`config.mk`:
```
export PLATFORM = sky130hd
export DESIGN_NAME = nfc_active_p2p_field_sequencer
export DESIGN_NICKNAME = d
export VERILOG_FILES = /design/src/rtl/nfc_p2p_pkg.sv /design/src/rtl/nfc_active_p2p_field_sequencer.sv
export SDC_FILE = /design/constraint.sdc
export NUM_CORES = 1
export LEC_CHECK = 0
export BUFFER_PORTS_ARGS = -buffer_cell sky130_fd_sc_hd__buf_2
export CORE_UTILIZATION = 35
export DETAILED_ROUTE_END_ITERATION = 16
export SLEW_MARGIN = 25
export SYNTH_ARGS = -nofsm -noshare
export SYNTH_HDL_FRONTEND = slang
export SYNTH_SLANG_ARGS = --single-unit
```
`constraint.sdc`:
```
create_clock -name clk -period 6.3 [get_ports clk]
set_clock_uncertainty 0.05 [all_clocks]
set_input_delay 0.945 -clock clk [delete_from_list [all_inputs] [get_ports clk]]
set_output_delay 0.945 -clock clk [all_outputs]
set_load 0.02 [all_outputs]
```
`src/rtl/nfc_p2p_pkg.sv`:
```
/*
 * Constants shared by the active peer-to-peer field sequencer: register map,
 * field positions, commands, interrupt flag positions, sequencer states and
 * guard and collision avoidance times. Assumes a 250 MHz system clock.
 */
package nfc_p2p_pkg;
    localparam int CLK_PERIOD_NS = 4;
    localparam logic [7:0] OFS_MODE = 8'h00;
    localparam logic [7:0] OFS_OPCTRL = 8'h04;
    localparam logic [7:0] OFS_AUX = 8'h08;
    localparam logic [7:0] OFS_CMD = 8'h0c;
    localparam logic [7:0] OFS_GPT = 8'h10;
    localparam logic [7:0] OFS_NRT = 8'h14;
    localparam logic [7:0] OFS_MRT = 8'h18;
    localparam logic [7:0] OFS_IRQ = 8'h1c;
    localparam logic [7:0] OFS_IMASK = 8'h20;
    localparam logic [7:0] OFS_DETRATE = 8'h24;
    localparam logic [7:0] OFS_STATUS = 8'h28;
    localparam logic [7:0] OFS_TXLEN = 8'h2c;
    localparam int MODE_TARGET = 0;
    localparam int MODE_AUTO_AR = 1;
    localparam int MODE_RATE_DETECT = 2;
    localparam int MODE_RATE_LSB = 3;
    localparam int MODE_ACTIVE = 5;
    localparam int OPC_TXEN = 3;
    localparam int AUX_FDEN = 2;
    localparam int AUX_TFE = 3;
    localparam int AUX_AM = 4;
    localparam int AUX_PM = 5;
    localparam logic [3:0] CMD_ANALOG_PRESET = 4'h1;
    localparam logic [3:0] CMD_INITIAL_FIELD_ON = 4'h2;
    localparam logic [3:0] CMD_RESPONSE_FIELD_ON = 4'h3;
    localparam logic [3:0] CMD_START_MASK_RX = 4'h4;
    localparam logic [3:0] CMD_GO_NORMAL = 4'h5;
    localparam logic [3:0] CMD_TRANSMIT = 4'h6;
    localparam int IRQ_CAT = 0;
    localparam int IRQ_CAC = 1;
    localparam int IRQ_EON = 2;
    localparam int IRQ_EOF = 3;
    localparam int IRQ_NRT = 4;
    localparam int IRQ_GPT = 5;
    localparam int IRQ_SOR = 6;
    localparam int IRQ_NFCT = 7;
    localparam logic [1:0] RATE_FC128 = 2'h0;
    localparam logic [1:0] RATE_FC64 = 2'h1;
    localparam logic [1:0] RATE_FC32 = 2'h2;
    localparam logic [7:0] START_BYTE = 8'hf0;
    localparam logic [1:0] RESP_OKAY = 2'h0;
    localparam logic [1:0] RESP_SLVERR = 2'h2;
    localparam int INITIAL_GUARD_TIME_NS = 5000;
    localparam int ACTIVE_GUARD_TIME_NS = 1000;
    localparam int CA_TIME_NS = 1000;
    localparam int RCA_PERIOD_NS = 500;
    localparam logic [15:0] IGT_CYC = 16'((INITIAL_GUARD_TIME_NS + CLK_PERIOD_NS - 1) / CLK_PERIOD_NS);
    localparam logic [15:0] AGT_CYC = 16'((ACTIVE_GUARD_TIME_NS + CLK_PERIOD_NS - 1) / CLK_PERIOD_NS);
    localparam logic [15:0] CA_CYC = 16'((CA_TIME_NS + CLK_PERIOD_NS - 1) / CLK_PERIOD_NS);
    localparam logic [15:0] RCA_CYC = 16'((RCA_PERIOD_NS + CLK_PERIOD_NS - 1) / CLK_PERIOD_NS);
    typedef enum logic [7:0] {
        ST_IDLE = 8'h01,
        ST_CA = 8'h02,
        ST_GUARD = 8'h04,
        ST_TXON = 8'h08,
        ST_HOLD = 8'h10,
        ST_NRTW = 8'h20,
        ST_MASK = 8'h40,
        ST_PEER = 8'h80
    } seq_state_e;
endpackage : nfc_p2p_pkg

```
`src/rtl/nfc_active_p2p_field_sequencer.sv`:
```
/*
 * Field and link sequencer for active peer-to-peer communication, initiator
 * and target, with an AXI4-Lite register slave. Assumes the field detector
 * pin is asynchronous, and that rx_start, rate_valid, rate_code and tx_done
 * come from receiver and framer logic on clk.
 */
// Implementation choices: the register addresses and the AXI4-Lite interface to the registers.
`timescale 1ns/1ps
// Operation
// One shared bit rate for transmit and receive.
// Host clears role bit initiator, sets target.
// Preset enables amplitude channel, disables phase.
// Preset sets transport frame enable.
// Active or target mode enables field detector.
// Collision threshold during field-on, otherwise peer.
// Only field-on commands set transmitter enable.
// Field off after message, general timer delay.
// Auto response starts collision avoidance on loss.
// Host keeps response count zero while looping.
// Response periods taken from response count bits.
// Initial field-on: field on, done after guard.
// After field off, no-response timer, timeout interrupt.
// Peer field: interrupt, mask timer, then receive.
// Field loss interrupt; auto response uses active guard.
// Host clears auto response before final command.
// Target with operation bits zero: low power.
// Target rate detection or programmed normal rate.
// Detect rate, interrupt, load; gate auto response.
// Go-normal copies detected rate, leaves detection.
// Host powers up, then starts mask timer.
// Host returns to low power after last reply.
// Collision seen: interrupt, field stays off.
// Transport frame sends start byte then length.
// Flags latch until status read; line follows.
module nfc_active_p2p_field_sequencer (
    input wire logic clk,
    input wire logic reset_n,
    input wire logic clk_en,
    input wire logic [7:0] s_axi_awaddr,
    input wire logic s_axi_awvalid,
    output logic s_axi_awready,
    input wire logic [31:0] s_axi_wdata,
    input wire logic [3:0] s_axi_wstrb,
    input wire logic s_axi_wvalid,
    output logic s_axi_wready,
    output logic [1:0] s_axi_bresp,
    output logic s_axi_bvalid,
    input wire logic s_axi_bready,
    input wire logic [7:0] s_axi_araddr,
    input wire logic s_axi_arvalid,
    output logic s_axi_arready,
    output logic [31:0] s_axi_rdata,
    output logic [1:0] s_axi_rresp,
    output logic s_axi_rvalid,
    input wire logic s_axi_rready,
    input wire logic field_detect,
    input wire logic rx_start,
    input wire logic rate_valid,
    input wire logic [1:0] rate_code,
    input wire logic tx_done,
    output logic tx_enable,
    output logic field_detector_enable,
    output logic ca_threshold_select,
    output logic transport_frame_enable,
    output logic am_channel_enable,
    output logic pm_channel_enable,
    output logic [1:0] bit_rate,
    output logic rx_observe,
    output logic low_power,
    output logic [7:0] tx_byte,
    output logic tx_byte_valid,
    output logic tx_payload_go,
    output logic irq
);
    import nfc_p2p_pkg::*;

    typedef struct packed {
        seq_state_e st;
        logic [15:0] cnt;
        logic [1:0] rca_left;
        logic resp_seq;
        logic fd1;
        logic fd2;
        logic fdp;
        logic target;
        logic auto_ar;
        logic rate_detect;
        logic active;
        logic [1:0] rate;
        logic [2:0] opc;
        logic txen;
        logic [1:0] rcount;
        logic fden;
        logic tfe;
        logic am;
        logic pm;
        logic [15:0] gpt;
        logic [15:0] nrt;
        logic [15:0] mrt;
        logic [7:0] flags;
        logic [7:0] imask;
        logic [1:0] detrate;
        logic rate_ok;
        logic [7:0] txlen;
        logic [1:0] pfx;
        logic [7:0] txb;
        logic txbv;
        logic txgo;
        logic rxobs;
        logic thr;
        logic lowp;
        logic irqo;
        logic awf;
        logic wf;
        logic [7:0] awa;
        logic [31:0] wd;
        logic [3:0] ws;
        logic awr;
        logic wr;
        logic bv;
        logic [1:0] br;
        logic arr;
        logic rv;
        logic [1:0] rr;
        logic [31:0] rd;
    } seq_s;

    seq_s q;
    seq_s n;

    function automatic logic [32:0] reg_value(input seq_s s, input logic [7:0] a);
        logic [32:0] v;
        v = {1'b0, 32'h0};
        unique case (a)
            OFS_MODE: v[5:0] = {s.active, s.rate, s.rate_detect, s.auto_ar, s.target};
            OFS_OPCTRL: v[3:0] = {s.txen, s.opc};
            OFS_AUX: v[5:0] = {s.pm, s.am, s.tfe, s.fden, s.rcount};
            OFS_CMD: v = {1'b0, 32'h0};
            OFS_GPT: v[15:0] = s.gpt;
            OFS_NRT: v[15:0] = s.nrt;
            OFS_MRT: v[15:0] = s.mrt;
            OFS_IRQ: v[7:0] = s.flags;
            OFS_IMASK: v[7:0] = s.imask;
            OFS_DETRATE: v[2:0] = {s.rate_ok, s.detrate};
            OFS_STATUS: v[9:0] = {s.thr, s.txen, s.st};
            OFS_TXLEN: v[7:0] = s.txlen;
            default: v[32] = 1'b1;
        endcase
        return v;
    endfunction : reg_value

    function automatic logic [31:0] merge(input logic [31:0] o, input logic [31:0] w,
                                          input logic [3:0] m);
        logic [31:0] r;
        r = o;
        for (int i = 0; i < 4; i++) begin
            if (m[i]) begin
                r[8*i +: 8] = w[8*i +: 8];
            end
        end
        return r;
    endfunction : merge

    always_comb begin
        logic [7:0] ev;
        logic [3:0] cmd;
        logic [32:0] rv;
        logic [31:0] m;
        logic rise;
        logic fall;
        logic auto_ok;
        logic cnt_done;
        n = q;
        ev = 8'h00;
        cmd = 4'h0;
        rv = {1'b0, 32'h0};
        m = 32'h0;
        n.txgo = 1'b0;
        n.txbv = 1'b0;
        n.fd1 = field_detect;
        n.fd2 = q.fd1;
        n.fdp = q.fd2;
        rise = q.fd2 & ~q.fdp;
        fall = ~q.fd2 & q.fdp;
        cnt_done = (q.cnt == 16'h0);
        if (!cnt_done) begin
            n.cnt = q.cnt - 16'h1;
        end
        // Auto response gate.
        // Rate detected first.
        auto_ok = q.auto_ar & (~q.target | ~q.rate_detect | q.rate_ok);
        if (q.awr && s_axi_awvalid) begin
            n.awf = 1'b1;
            n.awa = s_axi_awaddr;
        end
        if (q.wr && s_axi_wvalid) begin
            n.wf = 1'b1;
            n.wd = s_axi_wdata;
            n.ws = s_axi_wstrb;
        end
        if (q.bv && s_axi_bready) begin
            n.bv = 1'b0;
        end
        if (q.awf && q.wf && !q.bv) begin
            rv = reg_value(q, q.awa);
            m = merge(rv[31:0], q.wd, q.ws);
            n.awf = 1'b0;
            n.wf = 1'b0;
            n.bv = 1'b1;
            n.br = rv[32] ? RESP_SLVERR : RESP_OKAY;
            unique case (q.awa)
                OFS_MODE: begin
                    {n.active, n.rate, n.rate_detect, n.auto_ar, n.target} = m[5:0];
                    // Detector auto enable.
                    if (m[MODE_ACTIVE] || m[MODE_TARGET]) begin
                        n.fden = 1'b1;
                    end
                    if (m[MODE_RATE_DETECT]) begin
                        n.rate_ok = 1'b0;
                    end
                end
                // Transmitter bit protected.
                OFS_OPCTRL: n.opc = m[2:0];
                OFS_AUX: {n.pm, n.am, n.tfe, n.fden, n.rcount} = m[5:0];
                OFS_CMD: cmd = q.ws[0] ? q.wd[3:0] : 4'h0;
                OFS_GPT: n.gpt = m[15:0];
                OFS_NRT: n.nrt = m[15:0];
                OFS_MRT: n.mrt = m[15:0];
                OFS_IMASK: n.imask = m[7:0];
                OFS_TXLEN: n.txlen = m[7:0];
                default: n.br = rv[32] ? RESP_SLVERR : RESP_OKAY;
            endcase
        end
        n.awr = ~n.awf;
        n.wr = ~n.wf;
        if (q.rv && s_axi_rready) begin
            n.rv = 1'b0;
        end
        if (q.arr && s_axi_arvalid) begin
            rv = reg_value(q, s_axi_araddr);
            n.rv = 1'b1;
            n.rd = rv[31:0];
            n.rr = rv[32] ? RESP_SLVERR : RESP_OKAY;
            // Read clears flags.
            if (s_axi_araddr == OFS_IRQ) begin
                n.flags = 8'h00;
            end
        end
        n.arr = ~n.rv;
        // Amplitude channel only.
        // Transport frame on.
        if (cmd == CMD_ANALOG_PRESET && (q.active || q.target)) begin
            n.am = 1'b1;
            n.pm = 1'b0;
            n.tfe = 1'b1;
        end
        // Copy detected rate.
        if (cmd == CMD_GO_NORMAL) begin
            n.rate = q.detrate;
            n.rate_detect = 1'b0;
        end
        // Measure initiator rate.
        // Load and flag.
        if (q.target && q.rate_detect && q.rxobs && rate_valid) begin
            n.detrate = rate_code;
            n.rate_ok = 1'b1;
            ev[IRQ_NFCT] = 1'b1;
        end
        if (q.rxobs && rx_start) begin
            ev[IRQ_SOR] = 1'b1;
        end
        // Start byte then length.
        unique case (q.pfx)
            2'h1: begin
                n.txbv = 1'b1;
                n.txb = START_BYTE;
                n.pfx = 2'h2;
            end
            2'h2: begin
                n.txbv = 1'b1;
                n.txb = q.txlen + 8'h1;
                n.pfx = 2'h3;
            end
            2'h3: begin
                n.txgo = 1'b1;
                n.pfx = 2'h0;
            end
            default: n.pfx = 2'h0;
        endcase
        unique case (q.st)
            ST_IDLE: begin
                if (cmd == CMD_INITIAL_FIELD_ON) begin
                    n.st = ST_CA;
                    n.cnt = CA_CYC;
                    n.rca_left = 2'h0;
                    n.resp_seq = 1'b0;
                end else if (cmd == CMD_RESPONSE_FIELD_ON) begin
                    // Response period count.
                    n.st = ST_CA;
                    n.cnt = CA_CYC;
                    n.rca_left = q.rcount;
                    n.resp_seq = 1'b1;
                end else if (cmd == CMD_START_MASK_RX) begin
                    n.st = ST_MASK;
                    n.cnt = q.mrt;
                end
                if (rise) begin
                    ev[IRQ_EON] = 1'b1;
                end
                if (fall) begin
                    ev[IRQ_EOF] = 1'b1;
                    if (auto_ok) begin
                        n.st = ST_CA;
                        n.cnt = CA_CYC;
                        n.rca_left = q.rcount;
                        n.resp_seq = 1'b1;
                    end
                end
            end
            ST_CA: begin
                // Collision keeps field off.
                if (q.fd2) begin
                    ev[IRQ_CAC] = 1'b1;
                    n.st = ST_IDLE;
                end else if (cnt_done) begin
                    if (q.rca_left != 2'h0) begin
                        n.rca_left = q.rca_left - 2'h1;
                        n.cnt = RCA_CYC;
                    end else begin
                        // Field switched on.
                        n.txen = 1'b1;
                        n.st = ST_GUARD;
                        n.cnt = q.resp_seq ? AGT_CYC : IGT_CYC;
                    end
                end
            end
            ST_GUARD: begin
                // Guard then done flag.
                if (cnt_done) begin
                    ev[IRQ_CAT] = 1'b1;
                    n.st = ST_TXON;
                end
            end
            ST_TXON: begin
                if (cmd == CMD_TRANSMIT) begin
                    n.pfx = q.tfe ? 2'h1 : 2'h3;
                end
                if (tx_done) begin
                    n.st = ST_HOLD;
                    n.cnt = q.gpt;
                end
            end
            ST_HOLD: begin
                // Timed field off.
                if (cnt_done) begin
                    n.txen = 1'b0;
                    ev[IRQ_GPT] = 1'b1;
                    n.st = ST_NRTW;
                    n.cnt = q.nrt;
                end
            end
            ST_NRTW: begin
                // No-response timeout.
                if (rise) begin
                    ev[IRQ_EON] = 1'b1;
                    n.st = ST_MASK;
                    n.cnt = q.mrt;
                end else if (cnt_done) begin
                    ev[IRQ_NRT] = 1'b1;
                    n.st = ST_IDLE;
                end
            end
            ST_MASK: begin
                // Mask then observe.
                if (cnt_done) begin
                    n.st = ST_PEER;
                end
            end
            ST_PEER: begin
                // Peer field loss.
                if (fall) begin
                    ev[IRQ_EOF] = 1'b1;
                    n.st = ST_IDLE;
                    if (auto_ok) begin
                        n.st = ST_CA;
                        n.cnt = CA_CYC;
                        n.rca_left = q.rcount;
                        n.resp_seq = 1'b1;
                    end
                end
            end
            default: n.st = ST_IDLE;
        endcase
        // Set wins over clear.
        n.flags = n.flags | ev;
        n.irqo = |(n.flags & n.imask);
        n.rxobs = (n.st == ST_PEER);
        // Threshold selection.
        n.thr = (n.st == ST_CA) || (n.st == ST_GUARD);
        // Low power target.
        n.lowp = n.target && (n.opc == 3'h0) && (n.st == ST_IDLE);
    end

    always_ff @(posedge clk or negedge reset_n) begin
        if (!reset_n) begin
            q <= '{st: ST_IDLE, awr: 1'b1, wr: 1'b1, arr: 1'b1, default: '0};
        end else if (clk_en) begin
            q <= n;
        end
    end

    assign s_axi_awready = q.awr;
    assign s_axi_wready = q.wr;
    assign s_axi_bresp = q.br;
    assign s_axi_bvalid = q.bv;
    assign s_axi_arready = q.arr;
    assign s_axi_rdata = q.rd;
    assign s_axi_rresp = q.rr;
    assign s_axi_rvalid = q.rv;
    assign tx_enable = q.txen;
    assign field_detector_enable = q.fden;
    assign ca_threshold_select = q.thr;
    assign transport_frame_enable = q.tfe;
    assign am_channel_enable = q.am;
    assign pm_channel_enable = q.pm;
    // Same rate both directions.
    assign bit_rate = q.rate;
    assign rx_observe = q.rxobs;
    assign low_power = q.lowp;
    assign tx_byte = q.txb;
    assign tx_byte_valid = q.txbv;
    assign tx_payload_go = q.txgo;
    assign irq = q.irqo;
endmodule : nfc_active_p2p_field_sequencer

```
==> Word level (Yosys, flattened, before mapping) <==
Cells that the tools add are included.
{ "word_totals": {"reg_bits": 190, "inputBits": 66, "out_inout_bits": 62, "elab_cells": 281} }
{ "classes": {"n_addsub": 3, "n_eq_ne": 51, "mux": 104, "bitwise": 14, "reduce_logical": 61} }
{ "op_table": {"columns": ["operator", "count"], "rows": [
  ["two-way mux 8 bit", 14],
  ["two-way mux 27 bit", 4],
  ["two-way mux 24 bit", 4],
  ["case mux 16 bit (6 select lines)", 1],
  ["two-way mux 16 bit", 5],
  ["== test 8 x 5 -> 1 bit, second input constant", 9],
  ["== test 8 x 6 -> 1 bit, second input constant", 9],
  ["case mux 3 bit (11 select lines)", 2],
  ["case mux 8 bit (8 select lines)", 1],
  ["two-way mux 51 bit", 1],
  ["== test 8 x 4 -> 1 bit, second input constant", 5],
  ["case mux 2 bit (9 select lines)", 2],
  ["two-way mux 35 bit", 1],
  ["== test 8 x 3 -> 1 bit, second input constant", 4],
  ["two-way mux 1 bit", 31],
  ["case mux 2 bit (7 select lines)", 2],
  ["two-way mux 26 bit", 1],
  ["nonzero test 2 bit", 13],
  ["AND reduction 3 bit", 8],
  ["OR reduction 12 bit", 2],
  ["two-way mux 11 bit", 2],
  ["two-way mux 21 bit", 1],
  ["case mux 1 bit (10 select lines)", 2],
  ["two-way mux 18 bit", 1],
  ["other kinds (43)", 108]
]} }

==> Logic depth before layout (Yosys ltp) <==
Gate-level depths: netlist of run 1.
{ "depth": {"ltp_word": 12, "ltp_mapped": 10, "ltp_nobuf": 8} }

==> Worst setup path before layout of run 1 <==
Ideal clock, no wire load.
{ "synth_timing": {"path_kind": "input -> register", "startpoint": "in s_axi_araddr[1]", "endpoint": "reg q (netlist bit irq)", "setup_time_ns": 0.140, "arrival_ns": 2.819, "t_required_ns": 6.110, "path_slack_ns": 3.291, "cell_stages": 7, "n_path_buf": 1, "path_cell_list": "or4_4 or3_1 clkbuf_1 a21o_1 and2_1 a2111oi_0 a31oi_1"} }
{ "synth_via": {"elab_chain_cells": 6} }
{ "synth_lines": {"columns": ["element", "line", "rtl"], "rows": [
  ["start, declared", "nfc_active_p2p_field_sequencer.sv:49", "input wire logic [7:0] s_axi_araddr,"],
  ["== test 8 x 5 -> 1 bit", "nfc_active_p2p_field_sequencer.sv:245", "if (s_axi_araddr == OFS_IRQ) begin"],
  ["two-way mux 8 bit", "nfc_active_p2p_field_sequencer.sv:245", null],
  ["two-way mux 8 bit", "nfc_active_p2p_field_sequencer.sv:239", "if (q.arr && s_axi_arvalid) begin"],
  ["OR 8 bit", "nfc_active_p2p_field_sequencer.sv:395", "n.flags = n.flags | ev;"],
  ["AND 8 bit", "nfc_active_p2p_field_sequencer.sv:396", "n.irqo = |(n.flags & n.imask);"],
  ["OR reduction 8 bit", "nfc_active_p2p_field_sequencer.sv:396", null],
  ["end signal, assigned", "nfc_active_p2p_field_sequencer.sv:408", "q <= n;"],
  ["end, declared", "nfc_active_p2p_field_sequencer.sv:128", "seq_s q;"]
]} }
No other way between the ends.
A chain may end at the register's enable or synchronous reset.

==> Worst setup path after layout of run 1 <==
{ "layout_timing": {"startpoint": "reg q[218] (netlist name)", "endpoint": "reg q (netlist bit low_power)"} }
{ "layout_via": {"elab_chain_cells": 8, "word_cells_on_any_way": 33, "classes_between": "eq/ne: 9; mux: 21; reduce/logical: 3"} }
{ "layout_lines": {"columns": ["element", "line", "rtl"], "rows": [
  ["two-way mux 24 bit or case mux 3 bit (11 select lines) (tied branches)", "nfc_active_p2p_field_sequencer.sv:303, nfc_active_p2p_field_sequencer.sv:134", null],
  ["two-way mux 24 bit or two-way mux 8 bit (tied branches)", "nfc_active_p2p_field_sequencer.sv:297, nfc_active_p2p_field_sequencer.sv:157", null],
  ["two-way mux 27 bit or two-way mux 8 bit (tied branches)", "nfc_active_p2p_field_sequencer.sv:292, nfc_active_p2p_field_sequencer.sv:204", null],
  ["two-way mux 27 bit or two-way mux 3 bit (tied branches)", "nfc_active_p2p_field_sequencer.sv:312, nfc_active_p2p_field_sequencer.sv:211", null],
  ["two-way mux 27 bit or two-way mux 9 bit (tied branches)", "nfc_active_p2p_field_sequencer.sv:310, nfc_active_p2p_field_sequencer.sv:204", null],
  ["case mux 8 bit (8 select lines) or logical NOT 3 bit (tied branches)", "nfc_active_p2p_field_sequencer.sv:290, nfc_active_p2p_field_sequencer.sv:401", null],
  ["== test 8 x 1 -> 1 bit or logical AND 1 bit (tied branches)", "nfc_active_p2p_field_sequencer.sv:401", "n.lowp = n.target && (n.opc == 3'h0) && (n.st == ST_IDLE);"],
  ["logical AND 1 bit (*)", "nfc_active_p2p_field_sequencer.sv:401", null]
]} }
Mark *: on every way between the ends. The rest lies on a longest branch, timed or not. The select of a mux whose other input is x is not followed.

==> results of run 1 <==
==> per-layer routing <==
layer  global-route usage, %  vias to the layer above  part of all wire (%)
met2                    35.9                      504                    44
met1                    35.0                     5177                    45
met4                    8.42                        0                   3.0
met3                    4.98                       73                   8.4
met5                       0                        -                     0
li1                        -                     4700                     -
==> cell usage after synthesis, drive strengths merged (27+ instances only) <==
| library cell | n |
|---|---|
| nor3 | 30 |
| nand2 | 154 |
| dfrtp | 184 |
| mux2i | 27 |
| nand3 | 28 |
| o21ai | 86 |
| a21oi | 77 |
| nor2 | 93 |
| mux2 | 92 |
| buf | 76 |
| inv | 27 |
| clkbuf | 48 |
==> final timing paths <==
kind	to	slack, ns	cells after the start
max in group asynchronous	q[218]	4.39	2
min reg2reg	s_axi_rdata[6]	0.42	2
min in group asynchronous	q[185]	0.46	1
min	s_axi_rdata[6]	0.42	2
max reg2reg	low_power	2.70	6
max	low_power	2.70	6
==> layout make-up <==
cell class / instances / area [um2] / area share [%]
Inverter: 28 / 105 / 0.805
Sequential cell: 188 / 4710 / 36.1
Tap cell: 448 / 561 / 4.29
Timing Repair Buffer: 108 / 592 / 4.53
Multi-Input combinational cell: 948 / 6480 / 49.6
Clock buffer: 21 / 450 / 3.45
Clock inverter: 11 / 156 / 1.20
==> kinds of logic (layout without fill, tap and decap cells) <==
| kind of cell | count (synthesis) | count (layout) | share of synthesized area, % |
|---|---|---|---|
| xor gates and xnor gates | 13 | 13 | 0.956 |
| and+or+nand+nor | 426 | 426 | 18.7 |
| DFF | 188 | 188 | 39.6 |
| muxes | 130 | 130 | 13.1 |
| other | 1 | 18 | 0.0315 |
| buffers and inverters | 152 | 168 | 6.71 |
| AOI/OAI and AO/OA | 354 | 354 | 20.3 |
| adders and majority gates | 7 | 7 | 0.736 |
==> registers in the layout (all words and copies together), names as in the netlist, 2 cells and up <==
register     count
q              142
bit_rate         2
s_axi_rdata     16
tx_byte          8
n                2
==> worst reg2reg max path: stages (launching register included) <==
cell	delay [ns]
dfrtp_1	0.57
nor4_2	0.88
nand4b_2	0.52
nor3_2	0.65
nor4_1	0.30
a21o_1	0.22
o41ai_1	0.31
==> power by group <==
group / switching (mW) / total, mW / internal [mW]
clock network: 0.507 / 1.15 / 0.641
logic: 0.880 / 1.43 / 0.554
registers: 0.434 / 1.90 / 1.46
==> metrics.txt, run 1 <==
CP Class reg -> reg; CTS H-tree depth 4; Post-Syn Instances roughly 1300; CTS Hold Buffers Added 0; finished layout cell area 13100 um2; first-pass GRT wire length ~64000 um; DR iter-0 viols 1047; chip height roughly 190 um; Max FO, Critical Path 12; Initial Util between 30% and 40%; measured slew at the worst slew-check pin approximately 1.1 ns; Setup WS post-layout 2.70 ns; via count approximately 10000; CP max stage delay 0.88 ns; worst slack, placed approximately 2.7 ns; layout cells sized above 1 21.5%; Routed WL per cell approximately 24 um; Antenna Nets Post-Route 0; worst path required time 6.59 ns; dominant synthesized flop cell dfrtp_1; largest net degree at the start of global routing between 80 and 90; EDFF count, synth 0; Synth Area per Inst around 9.4 um2; Pleak 5.54 nW; Area after DPL 12400 um2; die area around 35000 um2; Pre-antenna DRT Iters 6; GRT Resource Usage Total about 24%; port bufs 91; commonest non-fill, non-tap cell in the layout dfrtp_1; hold_ws around 0.42 ns; Via density roughly 6.0; Tcrit/Tclk final 57.1%; CTS Buf Count 17; mapped cell area roughly 12000 um2; Area Overhead vs Synth 9.62%; core area 33500 um2; post-placement cell count 1720; vias in the first global route between 9000 and 10000; Final Max Tran Viols 0; Final Core Density roughly two fifths; most frequent cells in the layout dfrtp_1, nand2_1, mux2_2, buf_2, nor2_1; Post-CTS Setup Bufs 0; Ant. Diodes 0; Setup violations, final 0; top-area cell type share of the netlist area between 30% and 40%; Power Density approximately 340 nW/um2; RSZ-0062 raised after global routing no; Synth cell types 98; Setup crit start q[218]; crit-path cells nor4_2, nand4b_2, nor3_2, nor4_1, a21o_1, o41ai_1; Tmin final roughly 3.6 ns; crit start category register; CP delay by family, top simple AND/OR/NAND/NOR gates; Site Rows 67; IO Count roughly 130; Final Total Pwr between 4 and 5 mW; Post-Layout Cell Count between 1500 and 2000; Peak VDD IR 0.000218 V; status finished, final reports clean; latest clock arrival within the worst-skew pair 0.46 ns; Final nets ~1400; Clock Tree Buf Depth 2; ys async rst share between 90% and 100%; area leader, netlist dfrtp_1; Seq/Total Area, Yosys about 40%; GP Congestion roughly 0.97; synth warn 0; DRC Markers 0; CTS tree built; Final HPWL DP slightly above 30000 um; WP data arrival slightly below 4 ns; Clock Tree Root clkbuf_16; endpoints failing hold 0; r2r startpoint q[218]; initial antenna violation count 0; critical path buffer and inverter count 0; Crit-path slowest cell nor4_2; Critical Path Sink Type register; synth top area cells dfrtp_1, mux2_2, nand2_1; Post-Route WL between 40000 and 50000 um; max-cap check violation count 0; Slew headroom a little over a quarter; CTS resizes 0; Yosys reg bits 188; Worst-path clk slew ~0.070 ns; GR Overflow Total 0; Setup TNS 0 ns; Die X about 190 um; worst hold path type reg -> reg; clk sinks 188; fill count ~3400; hold_sp s_axi_rdata[6]; fmax between 200 and 300 MHz
Power figures use the tool's default switching activity.
==> run 2: changes to the inputs <==
clock period = 3.5 ns   (was 6.3 ns; I/O delays follow)
==> run 2 against run 1 <==
  * Power up 84%
  * Critical endpoint unchanged
  * Largest cell class unchanged
  * Global-route usage up 0.78 points
  * Highest routed layer is now met5
  * Register-to-register slack worse by 2.2 ns
  * Sequential share of layout area is 1.0 points lower
==> metrics.txt, run 2 (synthesis gave the netlist of run 1 again) <==
Post-CTS Setup Bufs 0; CTS tree built; Final Total Pwr 8.23 mW; Routed WL per cell about 24 um; worst slack, placed roughly 0.49 ns; core area around 34000 um2; Critical Path Sink Type register; clk sinks ~190; Worst path most repeated cell buf_4; CTS resizes 0; measured slew at the worst slew-check pin about 0.84 ns; Crit-path slowest cell nor3_2; CP max stage delay slightly above 0.6 ns; Post-Layout Cell Count roughly 1800; Clock Tree Root clkbuf_16; first-pass GRT wire length around 65000 um; Final Max Tran Viols 0; largest net degree at the start of global routing 84; via count around 11000; Die X 186 um; Setup WS post-layout about 0.46 ns; Antenna Nets Post-Route 0; Clock Tree Buf Depth 2; chip height between 150 and 200 um; Biggest register q; sw frac between 40% and 50%; layout cells sized above 1 24.2%; Setup crit start q[218]; vias in the first global route between 10000 and 15000; Initial Util a little over a third; DR iter-0 viols 1043; critical path buffer and inverter count 2; Post-Route WL ~43000 um; latest clock arrival within the worst-skew pair ~0.47 ns; GRT Resource Usage Total 25.1%; hold_ws slightly below 0.08 ns; commonest non-fill, non-tap cell in the layout dfrtp_1; Site Rows 67; Setup TNS 0 ns; Pleak around 5.8 nW; Via density ~6; Max FO, Critical Path 12; IO Count 128; WP data arrival ~3.4 ns; Tcrit/Tclk final just under 90%; initial antenna violation count 1; GP Congestion between 0.9 and 1; worst hold path type in -> async; Worst-path clk slew approximately 0.080 ns; r2r startpoint q[218]; fmax ~330 MHz; RSZ-0062 raised after global routing no; Peak VDD IR about 0.00040 V; Ant. Diodes 0; crit-path cells nor4_2, buf_4, nand4b_2, nor3_2, nor4_1, buf_4, a21o_1, o41ai_1; post-placement cell count between 1500 and 2000; Power Density around 610 nW/um2; Setup violations, final 0; Psw roughly 3.3 mW; CTS Hold Buffers Added 0; combinational share of power between 30% and 40%; crit start category register; Pre-antenna DRT Iters 5; max reg flops approximately 140; GR Overflow Total 0; status finished, final reports clean; endpoints failing hold 0; most frequent cells in the layout dfrtp_1, nand2_1, mux2_2, nor2_1, buf_2; Slew headroom roughly 44%; die area 34800 um2; port bufs 91; Area Overhead vs Synth 12.8%; worst path required time approximately 3.8 ns; DRC Markers 0; Tmin final 3.04 ns; Int Power roughly 4.9 mW; CP Class reg -> reg; max-cap check violation count 0; Final HPWL DP roughly 32000 um; clock network power share between 20% and 30%; CTS Buf Count 17; Reg power frac 40.8%; Final nets between 1000 and 1500; CP delay by family, top simple AND/OR/NAND/NOR gates; CTS H-tree depth 4
## run 2: final timing paths
check,end,slack (ns),depth (start not counted)
max,low_power,0.46,8
min in group clk,q[112],0.23,2
max in group asynchronous,s_axi_rdata[10],2.37,2
max reg2reg,low_power,0.46,8
min,pm_channel_enable,0.08,1
min reg2reg,s_axi_rdata[6],0.42,2
## run 2: power groups by stage
stage          registers, mW  logic [mW]  clock network (mW)
6_report                3.36        2.82                2.05
5_1_grt                 3.42        3.06                2.16
4_1_cts                 3.33        2.80                2.08
3_5_place_dp            3.37        2.79                   0
3_3_place_gp            3.35        2.77                   0
2_1_floorplan           3.06        1.98                   0
## run 2: worst register-to-register path: stages (launching register included)
cell and delay (ns):
dfrtp_1 0.58, nor4_2 0.32, buf_4 0.21, nand4b_2 0.34
nor3_2 0.62, nor4_1 0.20, buf_4 0.20, a21o_1 0.15
o41ai_1 0.28
## run 2: through the flow
stage	cell area, um2	util [%]
3_5_place_dp	12800	38.3
4_1_cts	13400	40.1
2_1_floorplan	12000	-
6_report	13400	40.1
3_3_place_gp	12800	38.3
5_1_grt	13400	40.1
## run 2: layout make-up
cell class                      instances  area, um2
Multi-Input combinational cell        948       6460
Sequential cell                       188       4710
Inverter                               28        105
Tap cell                              448        561
Clock inverter                         12        161
Fill cell                            3413      20100
Timing Repair Buffer                  158       1000
Clock buffer                           19        433
## run 2: layer usage
metal / part of all wire, % / up-vias / GRT usage [%]
met4: 3.4 / 2 / 10.2
met3: 7.8 / 67 / 3.99
met5: 0.019 / - / 0
met2: 44 / 482 / 37.4
met1: 45 / 5324 / 36.0
li1: - / 4782 / -
